$ cat config.mk
export PLATFORM = sky130hd
export DESIGN_NAME = cipher_host_port
export DESIGN_NICKNAME = d
export VERILOG_FILES = /design/src/cipher_port_pkg.sv /design/src/cipher_host_port.sv
export VERILOG_INCLUDE_DIRS = /design/src
export SDC_FILE = /design/constraint.sdc
export NUM_CORES = 1
export LEC_CHECK = 0
export ABC_CLOCK_PERIOD_IN_PS = 2500
export BUFFER_PORTS_ARGS = -buffer_cell sky130_fd_sc_hd__buf_2
export CAP_MARGIN = 20
export CORE_AREA = 3 3 312 314
export CTS_BUF_LIST = sky130_fd_sc_hd__clkbuf_4 sky130_fd_sc_hd__clkbuf_8 sky130_fd_sc_hd__clkbuf_16
export DETAILED_ROUTE_END_ITERATION = 12
export DIE_AREA = 0 0 315 317
export PLACE_DENSITY = 0.54
export SKIP_LAST_GASP = 1
export SLEW_MARGIN = 10
export SYNTH_ARGS = -nofsm -noshare
export SYNTH_HDL_FRONTEND = slang
export SYNTH_SLANG_ARGS = --single-unit
export TNS_END_PERCENT = 50
$ cat constraint.sdc
create_clock -name clk -period 2.5 [get_ports clk]
set_input_delay 0.25 -clock clk [delete_from_list [all_inputs] [get_ports clk]]
set_output_delay 0.25 -clock clk [all_outputs]
set_load 0.005 [all_outputs]
$ cat src/cipher_port_defs.svh
// Purpose: Offsets, field positions and reset values of the cipher port.
// Assumes: Word-aligned 32-bit AHB-Lite registers.
// Notes: Included by the port module and by its bench.
`ifndef CIPHER_PORT_DEFS_SVH
`define CIPHER_PORT_DEFS_SVH
`define OFS_CTRL 8'h00
`define OFS_DMA_EN 8'h04
`define OFS_IRQ_RAW 8'h08
`define OFS_IRQ_MASK 8'h0C
`define OFS_IRQ_MIS 8'h10
`define OFS_IRQ_SET 8'h14
`define OFS_IRQ_CLR 8'h18
`define OFS_DATA0 8'h20
`define OFS_IV0 8'h30
`define BIT_SAVE_CTX 0
`define BIT_AAD 1
`define BIT_IN_RDY 2
`define BIT_OUT_RDY 3
`define DMA_DONE_LSB 4
`define RST_CTRL 2'h0
`define RST_DMA_EN 4'h0
`define RST_MASK 8'h00
`define BLOCK_WORDS 4
`endif

$ cat src/cipher_port_pkg.sv
// Purpose: Types shared by the cipher port and its users.
// Assumes: Constants come from the defs header.
// Notes: Carriers are packed structs.
package cipher_port_pkg;
   // Block handed to the cipher core.
   typedef struct packed {
      logic [127:0] block;
      logic [127:0] initial_vector;
      logic aad;
   } core_req_type;
   // Input block holder state.
   typedef enum logic [1:0] {
      IN_OPEN = 2'b01,
      IN_HELD = 2'b10
   } in_state_type;
endpackage

$ cat src/cipher_host_port.sv
// Purpose: Host data, DMA, interrupt and initial vector port of a cipher.
// Assumes: AHB-Lite slave, zero wait states, core on the same clock.
// Notes: Cipher core, keys and lengths live outside this block.
// Functional notes
// - Blocks are four 32-bit words, 16 bytes.
// - Output ready flag gates result block reads.
// - Input ready flag shows input registers free.
// - Four DMA requests, each enabled separately.
// - Eight interrupt sources, including four DMA-done.
// - Only DMA-done flags are software clearable.
// - Enable and disable touch only selected bits.
// - Raw and masked status readable, same layout.
// - Initial vector is four words, low first.
// - Save context keeps updated vector readable.
// - Combined modes pass AAD, end with tag.
//
// The AHB-Lite register port and the address map are this design's own decisions.
`timescale 1ns/100ps
`include "cipher_port_defs.svh"
module cipher_host_port
   import cipher_port_pkg::*;
(
   input wire logic clk, // 10 MHz clock.
   input wire logic rst_n, // Asynchronous reset, active low.
   input wire logic hsel, // Slave select.
   input wire logic [7:0] haddr, // Byte address.
   input wire logic [1:0] htrans, // Transfer type.
   input wire logic hwrite, // Write when high.
   input wire logic [2:0] hsize, // Transfer size, word only.
   input wire logic [31:0] hwdata, // Write data.
   input wire logic hready, // Bus ready.
   output logic [31:0] hrdata, // Read data.
   output logic hreadyout, // Slave ready.
   output logic hresp, // Always OKAY.
   output logic irq, // Level interrupt.
   output logic [3:0] dma_req, // Requests: din, dout, cin, cout.
   input wire logic [3:0] dma_done, // DMA done pulses, same order.
   output core_req_type core_req, // Block towards the core.
   output logic core_req_valid, // Input block held for the core.
   input wire logic core_req_take, // Core took the block, pulse.
   input wire logic [127:0] core_result, // Result block.
   input wire logic core_result_valid, // Result strobe, pulse.
   input wire logic ctx_in_ready, // Core can take context, level.
   input wire logic [127:0] core_iv_next, // Updated vector.
   input wire logic core_iv_valid, // Updated vector strobe, pulse.
   input wire logic core_tag_valid // Tag ready at end of operation.
);
   // Address phase captured for the following data phase.
   logic wr_pend; // Write data phase pending.
   logic [7:0] wr_addr; // Address of the pending write.
   // Control and status state.
   logic [1:0] ctrl; // Save context and AAD bits.
   logic [3:0] dma_en; // DMA request enables.
   logic [7:0] irq_mask; // Interrupt enables.
   logic [3:0] dma_flag; // Sticky DMA-done flags.
   logic ctx_out_flag; // Context output available.
   in_state_type in_state; // Input holder state.
   logic [3:0] in_seen; // Input words written so far.
   logic [127:0] in_buf; // Input block words.
   logic [127:0] out_buf; // Result block words.
   logic out_rdy; // Result block available.
   logic [3:0] out_seen; // Result words read so far.
   logic [127:0] iv; // Initial vector words.

   // Word index of a data or vector address; address bits 3:2 select word.
   function automatic logic [1:0] word_of(input logic [7:0] a);
      word_of = a[3:2];
   endfunction

   // Decode of the address phase.
   wire logic take = hsel & htrans[1] & hready;
   wire logic rd_take = take & ~hwrite;
   wire logic [7:0] rd_base = {haddr[7:4], 4'h0};
   wire logic [1:0] rd_word = word_of(haddr);
   // Decode of the write data phase.
   wire logic [7:0] wr_base = {wr_addr[7:4], 4'h0};
   wire logic [1:0] wr_word = word_of(wr_addr);
   wire logic wr_ctrl = wr_pend & (wr_addr == `OFS_CTRL);
   wire logic wr_dma = wr_pend & (wr_addr == `OFS_DMA_EN);
   wire logic wr_raw = wr_pend & (wr_addr == `OFS_IRQ_RAW);
   wire logic wr_mask = wr_pend & (wr_addr == `OFS_IRQ_MASK);
   wire logic wr_set = wr_pend & (wr_addr == `OFS_IRQ_SET);
   wire logic wr_clr = wr_pend & (wr_addr == `OFS_IRQ_CLR);
   wire logic wr_data = wr_pend & (wr_base == `OFS_DATA0);
   wire logic wr_iv = wr_pend & (wr_base == `OFS_IV0);

   // Status: input and output ready levels and the eight sources.
   wire logic in_rdy = (in_state == IN_OPEN);
   wire logic [7:0] raw = {dma_flag, out_rdy, in_rdy, ctx_out_flag,
      ctx_in_ready};
   wire logic [7:0] mis = raw & irq_mask;
   wire logic [31:0] ctrl_rd = {28'h0000000, out_rdy, in_rdy, ctrl};
   // Input words complete the block once every word has been written.
   wire logic [3:0] in_seen_n = in_seen | (4'h1 << wr_word);
   wire logic in_last = wr_data & in_rdy & (in_seen_n == 4'hF);
   // Result block is released once every word has been read.
   wire logic rd_out = rd_take & (rd_base == `OFS_DATA0) & out_rdy;
   wire logic [3:0] out_seen_n = out_seen | (4'h1 << rd_word);
   wire logic out_last = rd_out & (out_seen_n == 4'hF);

   // Read mux for the address phase; unmapped words read as zero.
   logic [31:0] next_rdata;
   always_comb begin
      next_rdata = 32'h00000000;
      if (rd_base == `OFS_DATA0) begin
         // Result words are only shown while a block is ready.
         if (out_rdy) begin
            next_rdata = out_buf[rd_word*32 +: 32];
         end
      end else if (rd_base == `OFS_IV0) begin
         next_rdata = iv[rd_word*32 +: 32];
      end else begin
         unique case (haddr)
            `OFS_CTRL: next_rdata = ctrl_rd;
            `OFS_DMA_EN: next_rdata = {28'h0000000, dma_en};
            `OFS_IRQ_RAW: next_rdata = {24'h000000, raw};
            `OFS_IRQ_MASK: next_rdata = {24'h000000, irq_mask};
            `OFS_IRQ_MIS: next_rdata = {24'h000000, mis};
            default: next_rdata = 32'h00000000;
         endcase
      end
   end

   // Bus side: capture address phase, answer with zero wait states.
   always_ff @(posedge clk or negedge rst_n) begin
      if (!rst_n) begin
         wr_pend <= 1'b0;
         wr_addr <= 8'h00;
         hrdata <= 32'h00000000;
         hreadyout <= 1'b1;
         hresp <= 1'b0;
      end else begin
         wr_pend <= take & hwrite;
         wr_addr <= haddr;
         hrdata <= next_rdata;
         hreadyout <= 1'b1;
         hresp <= 1'b0;
      end
   end

   // Control, DMA enable and interrupt mask registers.
   always_ff @(posedge clk or negedge rst_n) begin
      if (!rst_n) begin
         ctrl <= `RST_CTRL;
         dma_en <= `RST_DMA_EN;
         irq_mask <= `RST_MASK;
      end else begin
         if (wr_ctrl) begin
            ctrl <= hwdata[1:0];
         end
         if (wr_dma) begin
            dma_en <= hwdata[3:0];
         end
         // Set and clear strobes leave unselected enables alone.
         if (wr_mask) begin
            irq_mask <= hwdata[7:0];
         end else if (wr_set) begin
            irq_mask <= irq_mask | hwdata[7:0];
         end else if (wr_clr) begin
            irq_mask <= irq_mask & ~hwdata[7:0];
         end
      end
   end

   // Sticky DMA-done flags; a new done beats a same-cycle clear.
   always_ff @(posedge clk or negedge rst_n) begin
      if (!rst_n) begin
         dma_flag <= 4'h0;
      end else begin
         dma_flag <= (dma_flag &
            ~(wr_raw ? hwdata[7:4] : 4'h0)) | dma_done;
      end
   end

   // Input block holder: collects four words, then offers them.
   always_ff @(posedge clk or negedge rst_n) begin
      if (!rst_n) begin
         in_state <= IN_OPEN;
         in_seen <= 4'h0;
         in_buf <= 128'h0;
      end else begin
         unique case (in_state)
            IN_OPEN: begin
               // Writes while held are dropped; host must poll first.
               if (wr_data) begin
                  in_buf[wr_word*32 +: 32] <= hwdata;
                  in_seen <= in_last ? 4'h0 : in_seen_n;
               end
               if (in_last) begin
                  in_state <= IN_HELD;
               end
            end
            IN_HELD: begin
               if (core_req_take) begin
                  in_state <= IN_OPEN;
               end
            end
         endcase
      end
   end

   // Result block: captured from the core, released by the reads.
   always_ff @(posedge clk or negedge rst_n) begin
      if (!rst_n) begin
         out_rdy <= 1'b0;
         out_seen <= 4'h0;
         out_buf <= 128'h0;
      end else begin
         if (core_result_valid & ~out_rdy) begin
            out_buf <= core_result;
            out_rdy <= 1'b1;
         end else if (out_last) begin
            out_rdy <= 1'b0;
         end
         if (rd_out) begin
            out_seen <= out_last ? 4'h0 : out_seen_n;
         end
      end
   end

   // Initial vector: host writes words, core updates when saving.
   always_ff @(posedge clk or negedge rst_n) begin
      if (!rst_n) begin
         iv <= 128'h0;
         ctx_out_flag <= 1'b0;
      end else begin
         if (wr_iv) begin
            iv[wr_word*32 +: 32] <= hwdata;
         end else if (core_iv_valid & ctrl[`BIT_SAVE_CTX]) begin
            iv <= core_iv_next;
         end
         // With save context set, context out is up from tag or vector until the next vector write.
         if ((core_tag_valid | core_iv_valid) & ctrl[`BIT_SAVE_CTX]) begin
            ctx_out_flag <= 1'b1;
         end else if (wr_iv) begin
            ctx_out_flag <= 1'b0;
         end
      end
   end

   // Registered outputs towards core, DMA and interrupt controller.
   always_ff @(posedge clk or negedge rst_n) begin
      if (!rst_n) begin
         core_req <= '0;
         core_req_valid <= 1'b0;
         dma_req <= 4'h0;
         irq <= 1'b0;
      end else begin
         core_req <= {in_buf, iv, ctrl[`BIT_AAD]};
         core_req_valid <= (in_state == IN_HELD) & ~core_req_take;
         dma_req <= dma_en & {ctx_out_flag, ctx_in_ready, out_rdy,
            in_rdy};
         irq <= |mis;
      end
   end

   // Checks kept beside the logic.
   // The interrupt pin lags the masked status by its output register.
   chk_irq_follows_mask: assert property (
      @(posedge clk) disable iff (!rst_n)
      irq == $past(|mis))
      else $error("irq does not follow masked status");
   // The masked status read back over the bus carries only enabled bits.
   chk_mis_layout: assert property (
      @(posedge clk) disable iff (!rst_n)
      rd_take & (haddr == `OFS_IRQ_MIS) |=>
         hrdata == {24'h000000, $past(raw) & $past(irq_mask)})
      else $error("masked status wrong");
   // A done pulse must leave its flag set on the next cycle.
   chk_done_sticks: assert property (
      @(posedge clk) disable iff (!rst_n)
      dma_done[0] |=> dma_flag[0])
      else $error("dma done lost");
   // Without a clear write a done flag never drops.
   chk_flag_holds: assert property (
      @(posedge clk) disable iff (!rst_n)
      dma_flag[3] & ~wr_raw |=> dma_flag[3])
      else $error("flag dropped");
   // A clear write with no new pulse must drop the selected flag.
   chk_dma_clear: assert property (
      @(posedge clk) disable iff (!rst_n)
      wr_raw & hwdata[4] & ~dma_done[0] |=> ~dma_flag[0])
      else $error("done flag not cleared");
   // Enabling sources may only add bits to the mask.
   chk_set_keeps: assert property (
      @(posedge clk) disable iff (!rst_n)
      wr_set |=> (irq_mask & $past(irq_mask)) == $past(irq_mask))
      else $error("enable cleared a bit");
   // Disabling sources may only remove bits from the mask.
   chk_clr_keeps: assert property (
      @(posedge clk) disable iff (!rst_n)
      wr_clr |=> (irq_mask | $past(irq_mask)) == $past(irq_mask))
      else $error("disable set a bit");
   // A disabled request source stays quiet.
   chk_dma_gate: assert property (
      @(posedge clk) disable iff (!rst_n)
      ~dma_en[1] |=> ~dma_req[1])
      else $error("disabled dma request");
   // A completed input block closes the holder, then is offered.
   chk_block_held: assert property (
      @(posedge clk) disable iff (!rst_n)
      in_last |=> ~in_rdy ##1 core_req_valid)
      else $error("block not offered");
   // Reading the last result word frees the output holder.
   chk_out_release: assert property (
      @(posedge clk) disable iff (!rst_n)
      out_last |=> ~out_rdy)
      else $error("output not released");
   // A data read with no result ready must return zero.
   chk_out_gated: assert property (
      @(posedge clk) disable iff (!rst_n)
      rd_take & (rd_base == `OFS_DATA0) & ~out_rdy |=>
         hrdata == 32'h00000000)
      else $error("result shown while not ready");
   // With save context set, the core's vector replaces the stored one.
   chk_iv_save: assert property (
      @(posedge clk) disable iff (!rst_n)
      core_iv_valid & ~wr_iv & ctrl[0] |=> iv == $past(core_iv_next))
      else $error("vector not saved");
   // A counted result read returns the addressed word.
   chk_result_data: assert property (
      @(posedge clk) disable iff (!rst_n)
      rd_out |=> hrdata == $past(out_buf[rd_word*32 +: 32]))
      else $error("result word wrong");
endmodule

==> results_dict.tcl, run 1 <==
set metrics [dict create \
    yosysTopAreaCell "dfrtp_1" \
    tns_ns 0 \
    maxCapViolCount 0 \
    synth.top_cell.area_share_pct 63.42 \
    finalCritPeriodShare_pct 94.81 \
    met2_usage_pct 32.36 \
    power_density_nw_per_um2 745.4 \
    critical_path_class "reg -> reg" \
    crit_required_ns 3.01 \
    cp_max_fo 24 \
    drt_iter0_markers 1336 \
    row_count 113 \
    power.total_mw 29.01 \
    multi_input_area_um2 9320 \
    area_growth_pct 37.57 \
    die_area_um2 99860 \
    wl_mm 102.2 \
    synthDistinctLibCells 60 \
    synth_adder_area_share_pct 0.1769 \
    synth_top_family_by_area "multiplexers" \
    dp_cells 3793 \
    vias_per_cell 4.809 \
    cts_sinks 718 \
    num_vias 20380 \
    gp_congestion 0.8533 \
    synth-compound-area-share_pct 7.324 \
    synth.mux.area_fraction_pct 18.28 \
    cp_slowest_cell "a21oi_4" \
    clock_latency_ns 0.65 \
    antenna_found_initial 14 \
    finalSetupViolCount 0 \
    clk_pin_slew_worst_paths_ns 0.06 \
    grt_pass1_wl_mm 147.6 \
    synthTopCellsByCount "717 x dfrtp_1, 247 x mux2_2, 140 x nand2_1" \
    slew-limit-headroom_pct 46.72 \
    slowest_delay_ns 0.65 \
    synthArstFlopShare_pct 100.0 \
    synth_edf_count 0 \
    cts_tree "done" \
    finalMaxSlewViolations 0 \
    initial_core_util_pct 29.82 \
    synth_simple_gate_area_share_pct 6.877 \
    wl_per_cell_um 24.11 \
    hold_violations 0 \
    gr-usage-met1_pct 26.41 \
    port_buffers 605 \
    regArea_um2 17970 \
    fin_crit_ns 2.370 \
    synth_ff_type "dfrtp_1" \
    critical_path.startpoint_type "register" \
    crit_arrival_ns 2.88 \
    min_path_type "in -> reg" \
    synth_warnings 0 \
    firstDrtPassIters 5 \
    synth-xor-area-share_pct 0 \
    stdcell_count 4237 \
    synth_area_leaders "dfrtp_1 63%, mux2_2 9.8%, mux4_2 5.2%" \
    grt_use_total_pct 20.21 \
    syn-instance-count 1986 \
    busiest_layer "met2" \
    grt_pass1_vias 21790 \
    cts_buffers 82 \
    syn_nets 2305 \
    dp_hpwl_mm 71.68 \
    coreArea_um2 94870 \
    synthesis.area_um2 28290 \
    grt.met3_usage_pct 5.950 \
    io_pins 612 \
    final.fill_count 8861 \
    avgSynthCellArea_um2 14.25 \
    outcome "finished clean" \
    die_x_um 315 \
    clockBufferDepth 3 \
    drcViolationCount 0 \
    grt_max_degree 94 \
    nNetsFinal 3216 \
    ir_drop_mv 0.4932 \
    clock-root-buffer "clkbuf_16" \
    leakage_nw 18.30 \
    die_y_um 317 \
    cts_setup_buffers 0 \
    ys_seq_area_share_pct 63.51 \
    yosys_register_bits 718 \
    skew_ns 0.02802 \
    rsz0062_at_grt "false" \
    cp_cell_sequence "nor4bb_4 -> a21oi_4 -> a21o_2 -> buf_12 -> mux2_2" \
    max_freq_ghz 0.4219 \
    drtAntennaViolNets 0 \
    grt_overflow 0 \
    tightest_slew_ns 0.7974 \
    htreeDepth 3 \
    endpoint_kind "register" \
    synth.most_common_cell "dfrtp_1" \
    drive_gt1_share_pct 41.46 \
]
repair_timing:
action / CTS / global route
endpoints found under the setup margin: 0 / 19
hold buffers: 285 / 0
resized for setup: 0 / 1
endpoints found under the hold margin: 488 / 0
logic make-up (layout without fill, tap and decap cells):
family / count (synthesis) / in the layout
other cells: 2 / 12
mux: 389 / 389
fa+ha+maj: 4 / 4
flops: 718 / 718
buf+inv: 219 / 1195
compound gates: 285 / 285
simple gates: 369 / 369
where the power goes:
group | total (mW) | internal [mW] | switching (mW)
logic | 3.36 | 1.70 | 1.66
registers | 13.2 | 12.6 | 0.601
clock network | 12.5 | 7.51 | 4.95
total | 29.0 | 21.8 | 7.21
sequential cells by signal (all words and copies together) (netlist names), named ones only:
register / count
dma_flag: 4
irq: 1
dma_en: 4
out_rdy: 1
wr_pend: 1
wr_addr: 8
in_state: 2
out_seen: 4
out_buf: 128
in_buf: 128
core_req: 257
ctx_out_flag: 1
dma_req: 4
core_req_valid: 1
in_seen: 4
hrdata: 32
ctrl: 2
iv: 128
layer usage:
layer	vias to the layer above	share of wire (%)
met4	6	3.0
met1	10480	42
met5	-	0.042
met2	777	47
li1	8943	-
met3	175	8.0
cells in the final DEF (no fill, tap or decap), types with 5 or more instances in the layout:
cell type,instances
a21oi_1,13
dlygate4sd3_1,285
clkinvlp_4,5
clkbuf_4,15
buf_2,602
clkbuf_16,83
buf_12,29
diode_2,10
nor2b_1,5
nand4_1,70
nor2_1,29
mux2_4,17
bufinv_16,7
o21ai_0,112
and3_1,78
a22oi_1,11
a21bo_2,32
clkinv_2,11
buf_4,60
nand2_1,140
mux2_2,247
inv_1,67
mux4_2,65
a221o_1,19
nand2b_1,9
clkbuf_8,16
o21bai_1,8
nand3_1,8
mux2_1,56
inv_6,8
a22o_1,64
dfrtp_1,716
critical path: cells and delay by family (launching register included):
family          cells  cell delay [ns]
compound gates      2             0.99
flops               1             0.38
mux                 1             0.37
buf+inv             1             0.25
simple gates        1             0.19
final cells by class:
class	count	area share [%]
multi-input combinational	1049	23.95
clock inverter	35	1.093
sequential	718	46.17
timing repair buffer	979	17.82
inverter	67	0.6462
antenna	10	0.06430
clock buffer	114	6.192
tap	1265	4.067
metrics by stage:
stage / util (%) / hold WS (ns) / area (µm²) / setup slack [ns]
global route: 41.00 / 0.008002 / 38900 / 0.03731
floorplan: - / -0.04559 / 28290 / 0.3946
CTS: 40.99 / 0.002151 / 38890 / 0.06341
finish: 41.02 / 0.05631 / 38920 / 0.1299
global placement: 35.00 / 0.2504 / 33200 / 0.09884
detailed placement: 35.00 / 0.2491 / 33200 / 0.07065
final timing paths:
kind	start	endpoint	slack (ns)	depth (start not counted)
setup / recovery	wr_pend	iv[18]	0.13	5
hold / removal	core_iv_next[27]	iv[27]	0.06	4
setup reg to reg	wr_pend	iv[18]	0.13	5
hold reg to reg	in_buf[71]	core_req[200]	0.37	0
max in group asynchronous	rst_n	core_req[116]	1.30	4
min in group asynchronous	rst_n	core_req[139]	0.16	2
Note: power is estimated with default switching activity, not from simulation.
==> inputs of run 2 (changes only) <==
--- a/config.mk
+++ b/config.mk
@@ -6,7 +6,7 @@
 export SDC_FILE = /design/constraint.sdc
 export NUM_CORES = 1
 export LEC_CHECK = 0
-export ABC_CLOCK_PERIOD_IN_PS = 2500
+export ABC_CLOCK_PERIOD_IN_PS = 2200
 export BUFFER_PORTS_ARGS = -buffer_cell sky130_fd_sc_hd__buf_2
 export CAP_MARGIN = 20
 export CORE_AREA = 3 3 312 314
==> constraint.sdc (replaced) <==
create_clock -name clk -period 2.2 [get_ports clk]
set_input_delay 0.22 -clock clk [delete_from_list [all_inputs] [get_ports clk]]
set_output_delay 0.22 -clock clk [all_outputs]
set_load 0.005 [all_outputs]
==> run 2 against run 1 <==
Against the previous run: fmax grew 12%; via count grew 2.5%; sequential cell count is the same; clock skew shrank 0.0093 ns; power grew 14%; routed wire length grew 1.6%; clock power grew 14%; critical path depth grew 1; critical path type unchanged; critical endpoint is now iv[60]; largest power group unchanged.
==> results_dict.tcl, run 2 (synthesis results as in run 1) <==
set metrics [dict create \
    grt_max_degree 95 \
    crit_arrival_ns 2.63 \
    port_buffers 605 \
    maxCapViolCount 0 \
    fin_ws_ns 0.08007 \
    die_x_um 315 \
    cp_max_fo 18 \
    wl_per_cell_um 24.24 \
    clock_latency_ns 0.64 \
    io_pins 612 \
    grt_use_total_pct 20.44 \
    min_to "iv[0]" \
    worstSetupStartpoint "wr_addr[2]" \
    endpoint_kind "register" \
    rsz0062_at_grt "true" \
    min_path_cells 4 \
    final.fill_count 8724 \
    outcome "finished clean" \
    wl_mm 103.8 \
    nNetsFinal 3267 \
    finalMaxSlewViolations 0 \
    clk_pin_slew_worst_paths_ns 0.07 \
    cts_sinks 718 \
    critical_path_class "reg -> reg" \
    row_count 113 \
    cts_tree "done" \
    finalSetupViolCount 0 \
    vias_per_cell 4.875 \
    hp-start "core_iv_next[0]" \
    firstDrtPassIters 5 \
    grt_pass1_wl_mm 149.8 \
    gp_congestion 0.8621 \
    hold_violations 0 \
    dp_hpwl_mm 73.97 \
    antenna_found_initial 14 \
    finalInstanceArea_um2 39450 \
    drtAntennaViolNets 0 \
    place_area_um2 33530 \
    crit_required_ns 2.71 \
    grt_overflow 0 \
    clock-root-buffer "clkbuf_16" \
    min_path_type "in -> reg" \
    ff2ff_setup_slack_ns 0.08 \
    skew_ns 0.01868 \
    slew-limit-headroom_pct 55.94 \
    top_register "core_req" \
    die_y_um 317 \
    critical_path.startpoint_type "register" \
    ff2ff_path_depth 6 \
    max_freq_ghz 0.4717 \
    multi_input_area_um2 9325 \
    drive_gt1_share_pct 41.90 \
    reg2reg_from "wr_addr[2]" \
    final_common_cell "dfrtp_1" \
    grt_pass1_vias 22250 \
    num_vias 20880 \
    ir_drop_mv 0.5489 \
    power_density_nw_per_um2 841.2 \
    fin_crit_ns 2.120 \
    final_cell_mix "716 x dfrtp_1, 602 x buf_2, 301 x dlygate4sd3_1" \
    r2r-end "iv[60]" \
    htreeDepth 3 \
    initial_core_util_pct 29.82 \
    area_growth_pct 39.44 \
    pre_cts_ws_ns -0.08398 \
    leakage_nw 18.55 \
    tightest_slew_ns 0.6585 \
    largest_reg_flops 257 \
    die_area_um2 99860 \
    drt_iter0_markers 1513 \
    finalCritPeriodShare_pct 96.36 \
    regArea_um2 17970 \
    coreArea_um2 94870 \
    drcViolationCount 0 \
    cts_buffers 81 \
    clockBufferDepth 3 \
]
run 2: per-layer routing:
layer  wire length (µm)  track usage, %
met1              44800           27.20
met2              48520           32.64
met3               7107           4.816
met4               3335           7.409
met5                 40               0
run 2: repair_timing:
action / in CTS / in global routing
setup buffers: 3 / 1
pin swaps: 1 / 1
endpoints found under the hold margin: 496 / 0
gates resized for setup: 0 / 4
setup endpoints to repair: 63 / 115
hold buffers: 301 / 0
run 2: worst max-delay path by stage:
stage | to | slack, ns | cells after the start
after CTS | iv[71] | 0.03 | 7
after global routing | iv[97] | -0.02 | 7
after detailed placement | iv[30] | -0.08 | 6
after floorplan | iv[52] | 0.09 | 8
after global placement | iv[17] | -0.05 | 6
final | iv[60] | 0.08 | 6
run 2: layout make-up:
cell class                      instances  area share (%)
Inverter                               67          0.6375
Clock buffer                          111           6.093
Multi-Input combinational cell       1049           23.64
Clock inverter                         31           1.072
Tap cell                             1265           4.012
Antenna cell                           11         0.06978
Timing Repair Buffer                 1031           18.92
Sequential cell                       718           45.55
run 2: through the flow:
step                      power, mW  utilization, %  TNS (ns)  instances  hold WS (ns)
after floorplan               16.43               -         0       1986      -0.07559
after global placement        18.62           35.34    -1.387       3825        0.2152
after detailed placement      18.72           35.34    -2.600       3825        0.2181
after CTS                     33.55           41.53         0       4271      0.008528
after global routing          34.44           41.56  -0.05617       4275       0.04773
final                         33.18           41.58         0       4283       0.08001
run 2: critical path: stages, from the launching register on:
cell and delay [ns]:
dfrtp_1 0.39, buf_4 0.18, ha_2 0.35, buf_4 0.30, and3_1 0.21, mux2_1 0.28
mux2_2 0.26
run 2: report_power, final:
| group | internal [mW] | switching (mW) |
|---|---|---|
| registers | 14.3 | 0.704 |
| logic | 2.00 | 1.90 |
| clock network | 8.71 | 5.55 |
